**src/hdl/trc_pkg.sv**
```systemverilog
// shared constants and helpers of the eight-bit reload timer
package trc_pkg;

  //////////////////////////////////////////////////////////////////////////
  // nibble addresses of the cpu register space
  localparam int          ADDR_W          = 6;
  localparam logic [5:0]  ADDR_PORT_MODE  = 6'h04;
  localparam logic [5:0]  ADDR_MODE       = 6'h0D;
  localparam logic [5:0]  ADDR_CNT_LOW    = 6'h0E;
  localparam logic [5:0]  ADDR_CNT_HIGH   = 6'h0F;
  localparam logic [5:0]  ADDR_FLAG_AREA  = 6'h20;
  localparam logic [1:0]  WDOG_FLAG_POS   = 2'h1;

  //////////////////////////////////////////////////////////////////////////
  // field positions
  localparam int          FUNC_SEL_POS    = 3;
  localparam int          WAVE_EN_POS     = 0;

  //////////////////////////////////////////////////////////////////////////
  // values after reset and the top count
  localparam logic [3:0]  MODE_RST        = 4'h0;
  localparam logic [3:0]  PORT_MODE_RST   = 4'h0;
  localparam logic [3:0]  NIBBLE_RST      = 4'h0;
  localparam logic [7:0]  COUNT_RST       = 8'h00;
  localparam logic [7:0]  COUNT_MAX       = 8'hFF;

  //////////////////////////////////////////////////////////////////////////
  // prescaler: widest tap divides by 2048 instruction cycles
  localparam int          PRESC_W         = 11;

  // clock select code to prescaler tap (log2 of the divisor)
  function automatic logic [3:0] tap_of(input logic [2:0] sel);
    logic [3:0] t;
    t = 4'hB;
    unique case (sel)
      3'h0: t = 4'hB;
      3'h1: t = 4'hA;
      3'h2: t = 4'h9;
      3'h3: t = 4'h7;
      3'h4: t = 4'h5;
      3'h5: t = 4'h3;
      3'h6: t = 4'h2;
      3'h7: t = 4'h1;
    endcase
    return t;
  endfunction

endpackage

```
**src/hdl/trc_timer.sv**
```systemverilog
// eight-bit free-running / reload timer with nibble-wide cpu registers
module trc_timer #(
  parameter int PRESC_W = trc_pkg::PRESC_W
) (
  // clock and reset
  input  wire logic                        i_sys_clk,
  input  wire logic                        i_nrst,
  // cpu timing and power state
  input  wire logic                        i_cyc_tick,
  input  wire logic                        i_stop,
  // nibble register access
  input  wire logic                        i_reg_wr,
  input  wire logic                        i_reg_rd,
  input  wire logic [trc_pkg::ADDR_W-1:0]  i_reg_addr,
  input  wire logic [3:0]                  i_reg_wdata,
  output logic      [3:0]                  o_reg_rdata,
  // single-bit manipulation of the flag area
  input  wire logic                        i_bit_wr,
  input  wire logic [trc_pkg::ADDR_W-1:0]  i_bit_addr,
  input  wire logic [1:0]                  i_bit_pos,
  input  wire logic                        i_bit_val,
  // events and pin
  output logic                             o_ovf_irq,
  output logic                             o_wdog_reset,
  output logic                             o_waveform_output_pin
);

  // elaboration stops on a prescaler too short for the slowest clock
  if (PRESC_W < trc_pkg::PRESC_W)
  begin
    $error("prescaler too narrow for the slowest clock");
  end

  ////////////////////////////////////////////////////////////////////////////
  // prescaler and watchdog flag

  logic [PRESC_W:1] div_tick;
  logic             wdog_set;
  logic             watchdog_enable_flag;

  trc_prescaler #(
    .PRESC_W    (PRESC_W)
  ) u_system_prescaler (
    .i_sys_clk  (i_sys_clk),
    .i_nrst     (i_nrst),
    .i_cyc_tick (i_cyc_tick),
    .o_div_tick (div_tick)
  );

  assign wdog_set = i_bit_wr
                  & (i_bit_addr == trc_pkg::ADDR_FLAG_AREA)
                  & (i_bit_pos == trc_pkg::WDOG_FLAG_POS);

  trc_wdog_flag u_wdog_flag (
    .i_sys_clk  (i_sys_clk),
    .i_nrst     (i_nrst),
    .i_bit_wr   (wdog_set),
    .i_bit_val  (i_bit_val),
    .o_flag     (watchdog_enable_flag)
  );

  ////////////////////////////////////////////////////////////////////////////
  // register decode

  logic wr_mode;
  logic wr_port;
  logic wr_low;
  logic wr_high;
  logic rd_low;
  logic rd_high;

  assign wr_mode = i_reg_wr & (i_reg_addr == trc_pkg::ADDR_MODE);
  assign wr_port = i_reg_wr & (i_reg_addr == trc_pkg::ADDR_PORT_MODE);
  assign wr_low  = i_reg_wr & (i_reg_addr == trc_pkg::ADDR_CNT_LOW);
  assign wr_high = i_reg_wr & (i_reg_addr == trc_pkg::ADDR_CNT_HIGH);
  assign rd_low  = i_reg_rd & (i_reg_addr == trc_pkg::ADDR_CNT_LOW);
  assign rd_high = i_reg_rd & (i_reg_addr == trc_pkg::ADDR_CNT_HIGH);

  ////////////////////////////////////////////////////////////////////////////
  // mode and write registers

  logic [3:0] timer_c_mode_r;
  logic [3:0] timer_c_mode_nxt;
  logic [3:0] port_mode_a_r;
  logic [3:0] port_mode_a_nxt;
  logic [3:0] reload_write_low_r;
  logic [3:0] reload_write_low_nxt;
  logic [3:0] reload_write_high_r;
  logic [3:0] reload_write_high_nxt;

  always_comb
  begin
    timer_c_mode_nxt      = timer_c_mode_r;
    port_mode_a_nxt       = port_mode_a_r;
    reload_write_low_nxt  = reload_write_low_r;
    reload_write_high_nxt = reload_write_high_r;
    if (i_stop)
      timer_c_mode_nxt = trc_pkg::MODE_RST;
    else if (wr_mode)
      timer_c_mode_nxt = i_reg_wdata;
    if (wr_port)
      port_mode_a_nxt = i_reg_wdata;
    if (wr_low)
      reload_write_low_nxt = i_reg_wdata;
    if (wr_high)
      reload_write_high_nxt = i_reg_wdata;
  end

  always_ff @(posedge i_sys_clk or negedge i_nrst)
  begin
    if (!i_nrst)
    begin
      timer_c_mode_r      <= trc_pkg::MODE_RST;
      port_mode_a_r       <= trc_pkg::PORT_MODE_RST;
      reload_write_low_r  <= trc_pkg::NIBBLE_RST;
      reload_write_high_r <= trc_pkg::NIBBLE_RST;
    end
    else
    begin
      timer_c_mode_r      <= timer_c_mode_nxt;
      port_mode_a_r       <= port_mode_a_nxt;
      reload_write_low_r  <= reload_write_low_nxt;
      reload_write_high_r <= reload_write_high_nxt;
    end
  end

  logic       function_select_bit;
  logic [2:0] clock_sel;
  logic       cnt_tick;
  logic       at_top;

  assign function_select_bit = timer_c_mode_r[trc_pkg::FUNC_SEL_POS];
  assign clock_sel           = timer_c_mode_r[2:0];
  assign cnt_tick            = div_tick[trc_pkg::tap_of(clock_sel)];

  ////////////////////////////////////////////////////////////////////////////
  // timer counter, events and waveform

  logic [7:0] timer_c_counter_r;
  logic [7:0] timer_c_counter_nxt;
  logic       ovf_nxt;
  logic       wdog_reset_nxt;
  logic       wave_r;
  logic       wave_nxt;
  logic       pin_nxt;

  assign at_top = cnt_tick & (timer_c_counter_r == trc_pkg::COUNT_MAX);

  always_comb
  begin
    timer_c_counter_nxt = timer_c_counter_r;
    ovf_nxt             = at_top;
    wdog_reset_nxt      = at_top & watchdog_enable_flag;
    wave_nxt            = wave_r;
    // a high-nibble write loads at once and beats a same-cycle count
    if (wr_high)
      timer_c_counter_nxt = {i_reg_wdata, reload_write_low_r};
    else if (at_top)
    begin
      if (function_select_bit)
        timer_c_counter_nxt = {reload_write_high_r,
                               reload_write_low_r};
      else
        timer_c_counter_nxt = trc_pkg::COUNT_RST;
    end
    else if (cnt_tick)
      timer_c_counter_nxt = timer_c_counter_r + 8'h01;
    // duty is fixed at half by the toggle, period by two overflows spaced by 256 minus the reload value in ticks, or by 256 ticks when free-running
    if (at_top)
      wave_nxt = ~wave_r;
    pin_nxt = wave_nxt & port_mode_a_r[trc_pkg::WAVE_EN_POS];
  end

  always_ff @(posedge i_sys_clk or negedge i_nrst)
  begin
    if (!i_nrst)
    begin
      timer_c_counter_r     <= trc_pkg::COUNT_RST;
      o_ovf_irq             <= 1'b0;
      o_wdog_reset          <= 1'b0;
      wave_r                <= 1'b0;
      o_waveform_output_pin <= 1'b0;
    end
    else
    begin
      timer_c_counter_r     <= timer_c_counter_nxt;
      o_ovf_irq             <= ovf_nxt;
      o_wdog_reset          <= wdog_reset_nxt;
      wave_r                <= wave_nxt;
      o_waveform_output_pin <= pin_nxt;
    end
  end

  ////////////////////////////////////////////////////////////////////////////
  // read path: upper nibble read latches the lower nibble for a clean pair

  logic [3:0] low_latch_r;
  logic [3:0] low_latch_nxt;
  logic [3:0] rdata_nxt;

  always_comb
  begin
    low_latch_nxt = low_latch_r;
    rdata_nxt     = 4'h0;
    if (rd_high)
    begin
      low_latch_nxt = timer_c_counter_r[3:0];
      rdata_nxt     = timer_c_counter_r[7:4];
    end
    else if (rd_low)
      rdata_nxt = low_latch_r;
    else if (i_reg_rd && (i_reg_addr == trc_pkg::ADDR_FLAG_AREA))
      rdata_nxt[trc_pkg::WDOG_FLAG_POS] = watchdog_enable_flag;
  end

  always_ff @(posedge i_sys_clk or negedge i_nrst)
  begin
    if (!i_nrst)
    begin
      low_latch_r <= trc_pkg::NIBBLE_RST;
      o_reg_rdata <= 4'h0;
    end
    else
    begin
      low_latch_r <= low_latch_nxt;
      o_reg_rdata <= rdata_nxt;
    end
  end
endmodule

```
**src/hdl/trc_prescaler.sv**
```systemverilog
// instruction-cycle prescaler with one registered tick per power-of-two tap
module trc_prescaler #(
  parameter int PRESC_W = trc_pkg::PRESC_W
) (
  // clock and reset
  input  wire logic               i_sys_clk,
  input  wire logic               i_nrst,
  // instruction cycle strobe
  input  wire logic               i_cyc_tick,
  // tick k pulses once every 2**k instruction cycles
  output logic      [PRESC_W:1]   o_div_tick
);

  // elaboration stops on a prescaler too short for the slowest clock
  if (PRESC_W < trc_pkg::PRESC_W)
  begin
    $error("prescaler too narrow for the slowest clock");
  end

  logic [PRESC_W-1:0] cnt_r;
  logic [PRESC_W-1:0] cnt_nxt;
  logic [PRESC_W:1]   tick_nxt;
  logic               run_ones;

  // running and of the low bits keeps every part-select constant
  always_comb
  begin
    cnt_nxt  = cnt_r;
    tick_nxt = '0;
    run_ones = i_cyc_tick;
    if (i_cyc_tick)
      cnt_nxt = cnt_r + 1'b1;
    for (int k = 1; k <= PRESC_W; k++)
    begin
      run_ones    = run_ones & cnt_r[k-1];
      tick_nxt[k] = run_ones;
    end
  end

  always_ff @(posedge i_sys_clk or negedge i_nrst)
  begin
    if (!i_nrst)
    begin
      cnt_r      <= '0;
      o_div_tick <= '0;
    end
    else
    begin
      cnt_r      <= cnt_nxt;
      o_div_tick <= tick_nxt;
    end
  end

endmodule

```
**src/hdl/trc_wdog_flag.sv**
```systemverilog
// sticky watchdog enable flag: set by software, cleared only by reset
module trc_wdog_flag (
  // clock and reset
  input  wire logic i_sys_clk,
  input  wire logic i_nrst,
  // single-bit write
  input  wire logic i_bit_wr,
  input  wire logic i_bit_val,
  // flag state
  output logic      o_flag
);

  logic flag_nxt;

  // a written zero is ignored on purpose: software cannot disarm it
  always_comb
  begin
    flag_nxt = o_flag | (i_bit_wr & i_bit_val);
  end

  always_ff @(posedge i_sys_clk or negedge i_nrst)
  begin
    if (!i_nrst)
      o_flag <= 1'b0;
    else
      o_flag <= flag_nxt;
  end
endmodule

```
**config.mk**
```make
export PLATFORM = sky130hd
export DESIGN_NAME = trc_timer
export DESIGN_NICKNAME = d
export VERILOG_FILES = /design/src/hdl/trc_pkg.sv /design/src/hdl/trc_timer.sv /design/src/hdl/trc_prescaler.sv /design/src/hdl/trc_wdog_flag.sv
export SDC_FILE = /design/constraint.sdc
export NUM_CORES = 1
export LEC_CHECK = 0
export BUFFER_PORTS_ARGS = -buffer_cell sky130_fd_sc_hd__buf_4
export CAP_MARGIN = 25
export CORE_MARGIN = 8
export CORE_UTILIZATION = 45
export DETAILED_ROUTE_END_ITERATION = 16
export PLACE_DENSITY_LB_ADDON = 0.2
export SLEW_MARGIN = 0
export SYNTH_ARGS = -nofsm -noshare
export SYNTH_HDL_FRONTEND = slang
export SYNTH_SLANG_ARGS = --single-unit
```
**constraint.sdc**
```tcl
create_clock -name i_sys_clk -period 2.2 [get_ports i_sys_clk]
set_input_delay 0.22 -clock i_sys_clk [delete_from_list [all_inputs] [get_ports i_sys_clk]]
set_output_delay 0.22 -clock i_sys_clk [all_outputs]
set_load 0.005 [all_outputs]
```
==> run metrics, run 1 <==
outcome=finished, final reports clean; worst-path cell with the longest stage delay=dfrtp_1; Hold WS=0.0824 ns; Rows=28; First-pass DRT Iterations=4; share of post-route cells with drive strength above 1=0.255; fin util=0.556; Clk Tree Root Cell=clkbuf_8; placed cells=359; DRT Wirelength=5540 um; max_slew headroom=0.541; Power Total=2.49 mW; htree depth=2; Sink Count=56; CP delay by family, top=compound AO/OA/AOI/OAI gates; Worst Path Class, Setup=reg2reg; post-route minimum period=2.11 ns; first-pass GRT wire length=9390 um; # setup viols final=0; Synth warnings=0; Post-Syn Area=2810 sq um; post-synthesis average cell area=11.0 sq um; most common flop cell mapped by yosys=dfrtp_1; Crit. Startpoint=timer_c_mode_r[1]$_DFFE_PN0P_; Slew @ Worst Pin=0.688 ns; Synth cell types=42; vias in the first global route=1,955; worst path buffer plus inverter count=2; Final Wtd Congestion=0.851; DR iter-0 viols=139; Arr. time, crit path=2.36 ns; Post-synth EDFFs=0; Mapped Cells=255; max incr delay on CP=0.41 ns; worst hold path class=in2reg; initial antenna violation count=0; register bit count reported by yosys=56; GRT overflow=0; final worst setup slack=0.0940 ns; sequential fraction of the synthesis area=0.499; Setup crit end kind=flop; Critical Path RT=2.46 ns; CP max FO=8; Post-synth ARST share=1.00; Final ANT Viol Nets=0; Synthesized Nets=288; Via density=5.28; total negative slack=0 ns; GRT Total Usage=0.132; CTS Buf Count=5; placed cell areas=3140 sq um; Vias=1,970; CTS max path bufs=2; final net count=330; IO Count=33; VDD IR max=0.381 mV; max-cap violations=0; Die W=95.0 um; startpoint types=flop; Layout area overhead=18.5%; CTS tree=done; CTS clk-pin slew, worst paths=0.10 ns; clk_skew=0.00651 ns; largest net degree at the start of global routing=57; max frequency=0.475 GHz; clock latency on the worst-skew pair=0.31 ns; Core Region=5990 sq um; Die Span Y=95.0 um; WL per Instance=14.8 um; worst r2r src=timer_c_mode_r[1]$_DFFE_PN0P_; # diodes=0; final non-filler cell total=373; total die area=9030 sq um; max-slew violation count=0; DP Wirelength=4030 um; Initial Utilization=0.469; Critical Path, Cell by Cell=buf_4 -> ha_4 -> buf_4 -> mux2i_1 -> a32oi_1 -> nand2_2 -> a311oi_4 -> xor2_2 -> and2_1; most used cell, CP=buf_4; Pleak=1.57 nW; HP Start=i_stop; port buffer count=32; Final Hold Fails=0; pre-CTS setup slack=0.0276 ns; Tcrit/Tclk final=0.957; drt drc=0; Finished Cell Area=3330 sq um; Pwr Density=749 nW/um^2
## final timing paths
kind | to | slack, ns | depth (start not counted)
max | o_waveform_output_pin$_DFF_PN0_ | 0.09 | 9
min | timer_c_mode_r[1]$_DFFE_PN0P_ | 0.08 | 2
max reg2reg | o_waveform_output_pin$_DFF_PN0_ | 0.09 | 9
min in group asynchronous | u_system_prescaler.cnt_r[9]$_DFFE_PN0P_ | 0.47 | 2
min reg2reg | u_system_prescaler.cnt_r[10]$_DFFE_PN0P_ | 0.47 | 1
max in group asynchronous | u_system_prescaler.cnt_r[5]$_DFFE_PN0P_ | 1.25 | 2
## cells in the mapped netlist, types with 2 or more instances
| cell | instances | area [sq um] |
|---|---|---|
| dfrtp_1 | 56 | 1400 |
| nand2_1 | 32 | 120 |
| mux2i_1 | 23 | 230 |
| nor2_1 | 17 | 63.8 |
| o21ai_0 | 15 | 75.1 |
| mux2_2 | 10 | 113 |
| nand3_1 | 10 | 50.1 |
| xor2_1 | 8 | 70.1 |
| a21oi_1 | 7 | 35.0 |
| ha_1 | 7 | 87.6 |
| and2_1 | 6 | 37.5 |
| nand4_1 | 6 | 37.5 |
| and3_1 | 5 | 31.3 |
| clkbuf_1 | 5 | 18.8 |
| xnor2_1 | 5 | 43.8 |
| and4_1 | 4 | 35.0 |
| inv_1 | 4 | 15.0 |
| a32oi_1 | 3 | 26.3 |
| buf_6 | 3 | 33.8 |
| nor3b_1 | 3 | 22.5 |
| a31oi_1 | 2 | 12.5 |
| buf_4 | 2 | 15.0 |
| nor3_1 | 2 | 10.0 |
| nor4_1 | 2 | 12.5 |
## cells in the final DEF, fill, tap and decap left out, types with 3 or more instances in the layout
cell	Yosys	layout
a21oi_1	7	7
a32oi_1	3	3
and2_1	6	6
and3_1	5	5
and4_1	4	4
buf_4	2	45
clkbuf_8	1	5
dfrtp_1	56	56
ha_1	7	4
inv_1	4	4
mux2_2	10	10
mux2i_1	23	23
nand2_1	32	32
nand3_1	10	9
nand4_1	6	6
nor2_1	17	17
nor3b_1	3	3
o21ai_0	15	15
xnor2_1	5	5
xor2_1	8	8
## where the power goes
group / leakage, nW / internal [mW] / switching [mW]
Combinational: 0.777 / 0.230 / 0.217
Sequential: 0.736 / 1.19 / 0.183
Clock: 0.0541 / 0.337 / 0.332
Total: 1.57 / 1.76 / 0.732
## layout make-up
class,instances,area [sq um]
clock buffers,5,68.8
clock inverters,3,42.5
fillers,532,2660
inverters,4,15.0
multi-input cells,183,1340
flip-flops and latches,56,1400
well taps,75,93.8
repair buffers,47,368
## repair_timing
item | CTS | global route
hold endpoints to repair | 56 | 0
hold buffers | 1 | 0
endpoints found under the setup margin | 0 | 11
setup buffers | 0 | 5
gates resized for setup | 0 | 6
## registers in the layout, indices dropped and copies added (netlist names), 4 cells and up
register,cells
timer_c_mode_r,4
o_reg_rdata,4
reload_write_high_r,4
low_latch_r,4
u_system_prescaler.o_div_tick,11
reload_write_low_r,4
u_system_prescaler.cnt_r,11
timer_c_counter_r,8
## cells by family (layout without fill, tap and decap cells)
| group | after synthesis | count (layout) | share of synthesized area |
|---|---|---|---|
| buffers and inverters | 16 | 59 | 0.0361 |
| xor gates and xnor gates | 14 | 14 | 0.0463 |
| AOI/OAI and AO/OA | 34 | 34 | 0.0931 |
| DFF | 56 | 56 | 0.499 |
| adders and majority gates | 7 | 7 | 0.0312 |
| muxes | 33 | 33 | 0.122 |
| and+or+nand+nor | 95 | 95 | 0.173 |
## metal layers
layer  vias up  GRT usage  wire length, um
met4         0     0.0494               87
met3        10     0.0362              430
met5         -          0                0
li1        986          -                -
met1       906      0.188             2770
met2        68      0.186             2250
No activity file was read; power rests on OpenSTA's default activity.
==> run 2: changes to the inputs <==
--- a/config.mk
+++ b/config.mk
@@ -11,6 +11,7 @@
 export CORE_UTILIZATION = 45
 export DETAILED_ROUTE_END_ITERATION = 16
 export PLACE_DENSITY_LB_ADDON = 0.2
+export SETUP_SLACK_MARGIN = 0.15
 export SLEW_MARGIN = 0
 export SYNTH_ARGS = -nofsm -noshare
 export SYNTH_HDL_FRONTEND = slang
==> run metrics, run 2 (synthesis gave the netlist of run 1 again) <==
max frequency=0.497 GHz (was 0.475 GHz); largest registers=u_system_prescaler.cnt_r: 11 flops, u_system_prescaler.o_div_tick: 11 flops, timer_c_counter_r: 8 flops (unchanged); clock latency on the worst-skew pair=0.31 ns (about the same); Critical Path, Cell by Cell=buf_6 -> buf_4 -> ha_1 -> a2111oi_4 -> nand2_2 -> a311oi_4 -> xor2_2 -> and2_1 (was buf_4 -> ha_4 -> buf_4 -> mux2i_1 -> a32oi_1 -> nand2_2 -> a311oi_4 -> xor2_2 -> and2_1); final worst setup slack=0.188 ns (was 0.0940 ns); Via density=5.35 (was 5.28); GRT overflow=0 (unchanged); clk_skew=0.00478 ns (was 0.00651 ns); Core Region=5990 sq um (unchanged); # diodes=0 (unchanged); startpoint types=flop (unchanged); worst-path cell with the longest stage delay=dfrtp_1 (unchanged); Slew @ Worst Pin=0.694 ns (was 0.688 ns); vias in the first global route=1,980 (was 1,955); GRT Total Usage=0.133 (was 0.132); Final Hold Fails=0 (unchanged); Tcrit/Tclk final=0.914 (was 0.957); Die W=95.0 um (unchanged); # fillers=526 (was 532); htree depth=2 (unchanged); Arr. time, crit path=2.27 ns (was 2.36 ns); Rows=28 (unchanged); Initial Utilization=0.469 (unchanged); share of post-route cells with drive strength above 1=0.275 (was 0.255); VDD IR max=0.386 mV (was 0.381 mV); port buffer count=32 (unchanged); CTS tree=done (unchanged); CTS max path bufs=2 (unchanged); DP Wirelength=4030 um (unchanged); worst path buffer plus inverter count=2 (unchanged); DRT Wirelength=5560 um (was 5540 um); pre-CTS setup slack=0.0276 ns (unchanged); worst hold path class=in2reg (unchanged); total die area=9030 sq um (unchanged); CTS clk-pin slew, worst paths=0.10 ns (about the same); most frequent cells in the layout=dfrtp_1 (54), buf_4 (39), nand2_1 (32), mux2i_1 (19), nor2_1 (17) (was dfrtp_1 (56), buf_4 (45), nand2_1 (32), mux2i_1 (23), nor2_1 (17)); Die Span Y=95.0 um (unchanged); max-cap violations=0 (unchanged); Worst Path Class, Setup=reg2reg (unchanged); fin util=0.560 (was 0.556); final net count=327 (was 330); Finished Cell Area=3360 sq um (was 3330 sq um); Vias=1,978 (was 1,970); CTS Buf Count=5 (unchanged); CP max FO=3 (was 8); drt drc=0 (unchanged); max_slew headroom=0.537 (was 0.541); outcome=finished, final reports clean (unchanged); Critical Path RT=2.46 ns (about the same); CP delay by family, top=compound AO/OA/AOI/OAI gates (unchanged); post-route minimum period=2.01 ns (was 2.11 ns); grt met2 use=0.187 (was 0.186); grt met1 use=0.188 (unchanged); IO Count=33 (unchanged); first-pass GRT wire length=9450 um (was 9390 um); Setup crit end kind=flop (unchanged); register area=1400 sq um (about the same); WL per Instance=15.0 um (was 14.8 um); Top Usage Layer GRT=met1 (unchanged); grt met3 use=0.0369 (was 0.0362); max incr delay on CP=0.41 ns (about the same); largest net degree at the start of global routing=57 (unchanged); Sink Count=56 (unchanged); First-pass DRT Iterations=4 (unchanged); initial antenna violation count=0 (unchanged); Pleak=1.56 nW (was 1.57 nW); max-slew violation count=0 (unchanged); unrepaired setup endpoints after global routing=true; Power Total=2.51 mW (was 2.49 mW); # setup viols final=0 (unchanged); Final ANT Viol Nets=0 (unchanged); DR iter-0 viols=151 (was 139); total negative slack=0 ns (unchanged); commonest non-fill, non-tap cell in the layout=dfrtp_1 (unchanged); Final Wtd Congestion=0.851 (unchanged); Layout area overhead=19.5% (was 18.5%); Pwr Density=748 nW/um^2 (was 749 nW/um^2); placed cell areas=3140 sq um (unchanged); Clk Tree Root Cell=clkbuf_8 (unchanged); multi-input logic area=1370 sq um (was 1340 sq um)
## run 2: changes by cell type in the layout (fill, tap and decap cells not counted), moves of 2 or more
cell	previous run	this run
mux2i_1	23	19
o21ai_0	15	13
buf_6	0	3
inv_1	4	2
dfrtp_1	56	54
dfrtp_2	0	2
buf_4	45	39
o21ai_1	0	2
mux2i_2	0	3
## run 2: area by class of cell
cell class	instances	area share
well taps	75	0.0280
flip-flops and latches	56	0.418
inverters	4	0.00522
multi-input cells	183	0.409
clock buffers	5	0.0205
clock inverters	3	0.0127
repair buffers	44	0.106
## run 2: layer usage
layer	vias up	wire length (um)
met5	-	0
met4	0	82
met3	8	445
met2	62	2290
met1	930	2740
li1	978	-
## run 2: repair_timing
item                                   CTS  global route
setup endpoints to repair               11            11
resized for setup                       10            11
setup buffers                            2             0
pin swaps                                9             3
endpoints found under the hold margin   56             0
hold buffers                             1             0
## run 2: report_power, final
group | internal (mW) | leakage [nW] | switching, mW | total [mW]
Clock | 0.337 | 0.0541 | 0.330 | 0.667
Combinational | 0.240 | 0.772 | 0.222 | 0.462
Sequential | 1.19 | 0.733 | 0.187 | 1.38
Total | 1.77 | 1.56 | 0.739 | 2.51
## run 2: worst register-to-register path, delay by kind of cell, from the launching register on
family | cells | cell delay [ns]
AO/OA/AOI/OAI | 2 | 0.62
XOR/XNOR | 1 | 0.17
adder cells (fa/ha/maj) | 1 | 0.24
buffers and inverters | 2 | 0.26
flip-flops | 1 | 0.41
AND/OR/NAND/NOR | 2 | 0.26
## run 2: path summary, 6_finish.rpt
check | startpoint | end | slack, ns | depth (start not counted)
max in group asynchronous | i_nrst | timer_c_mode_r[1]$_DFFE_PN0P_ | 1.20 | 2
worst max register to register | timer_c_mode_r[0]$_DFFE_PN0P_ | o_waveform_output_pin$_DFF_PN0_ | 0.19 | 8
worst max-delay path | timer_c_mode_r[0]$_DFFE_PN0P_ | o_waveform_output_pin$_DFF_PN0_ | 0.19 | 8
min in group asynchronous | i_nrst | u_system_prescaler.cnt_r[9]$_DFFE_PN0P_ | 0.47 | 2
worst min register to register | u_system_prescaler.cnt_r[10]$_DFFE_PN0P_ | u_system_prescaler.cnt_r[10]$_DFFE_PN0P_ | 0.47 | 1
worst min-delay path | i_stop | timer_c_mode_r[1]$_DFFE_PN0P_ | 0.08 | 2
## run 2: through the flow
step,hold WS (ns),cells
after floorplan,-0.0756,255
after global routing,0.0709,370
after CTS,0.0704,370
after global placement,0.321,359
after detailed placement,0.319,359
final,0.0800,370
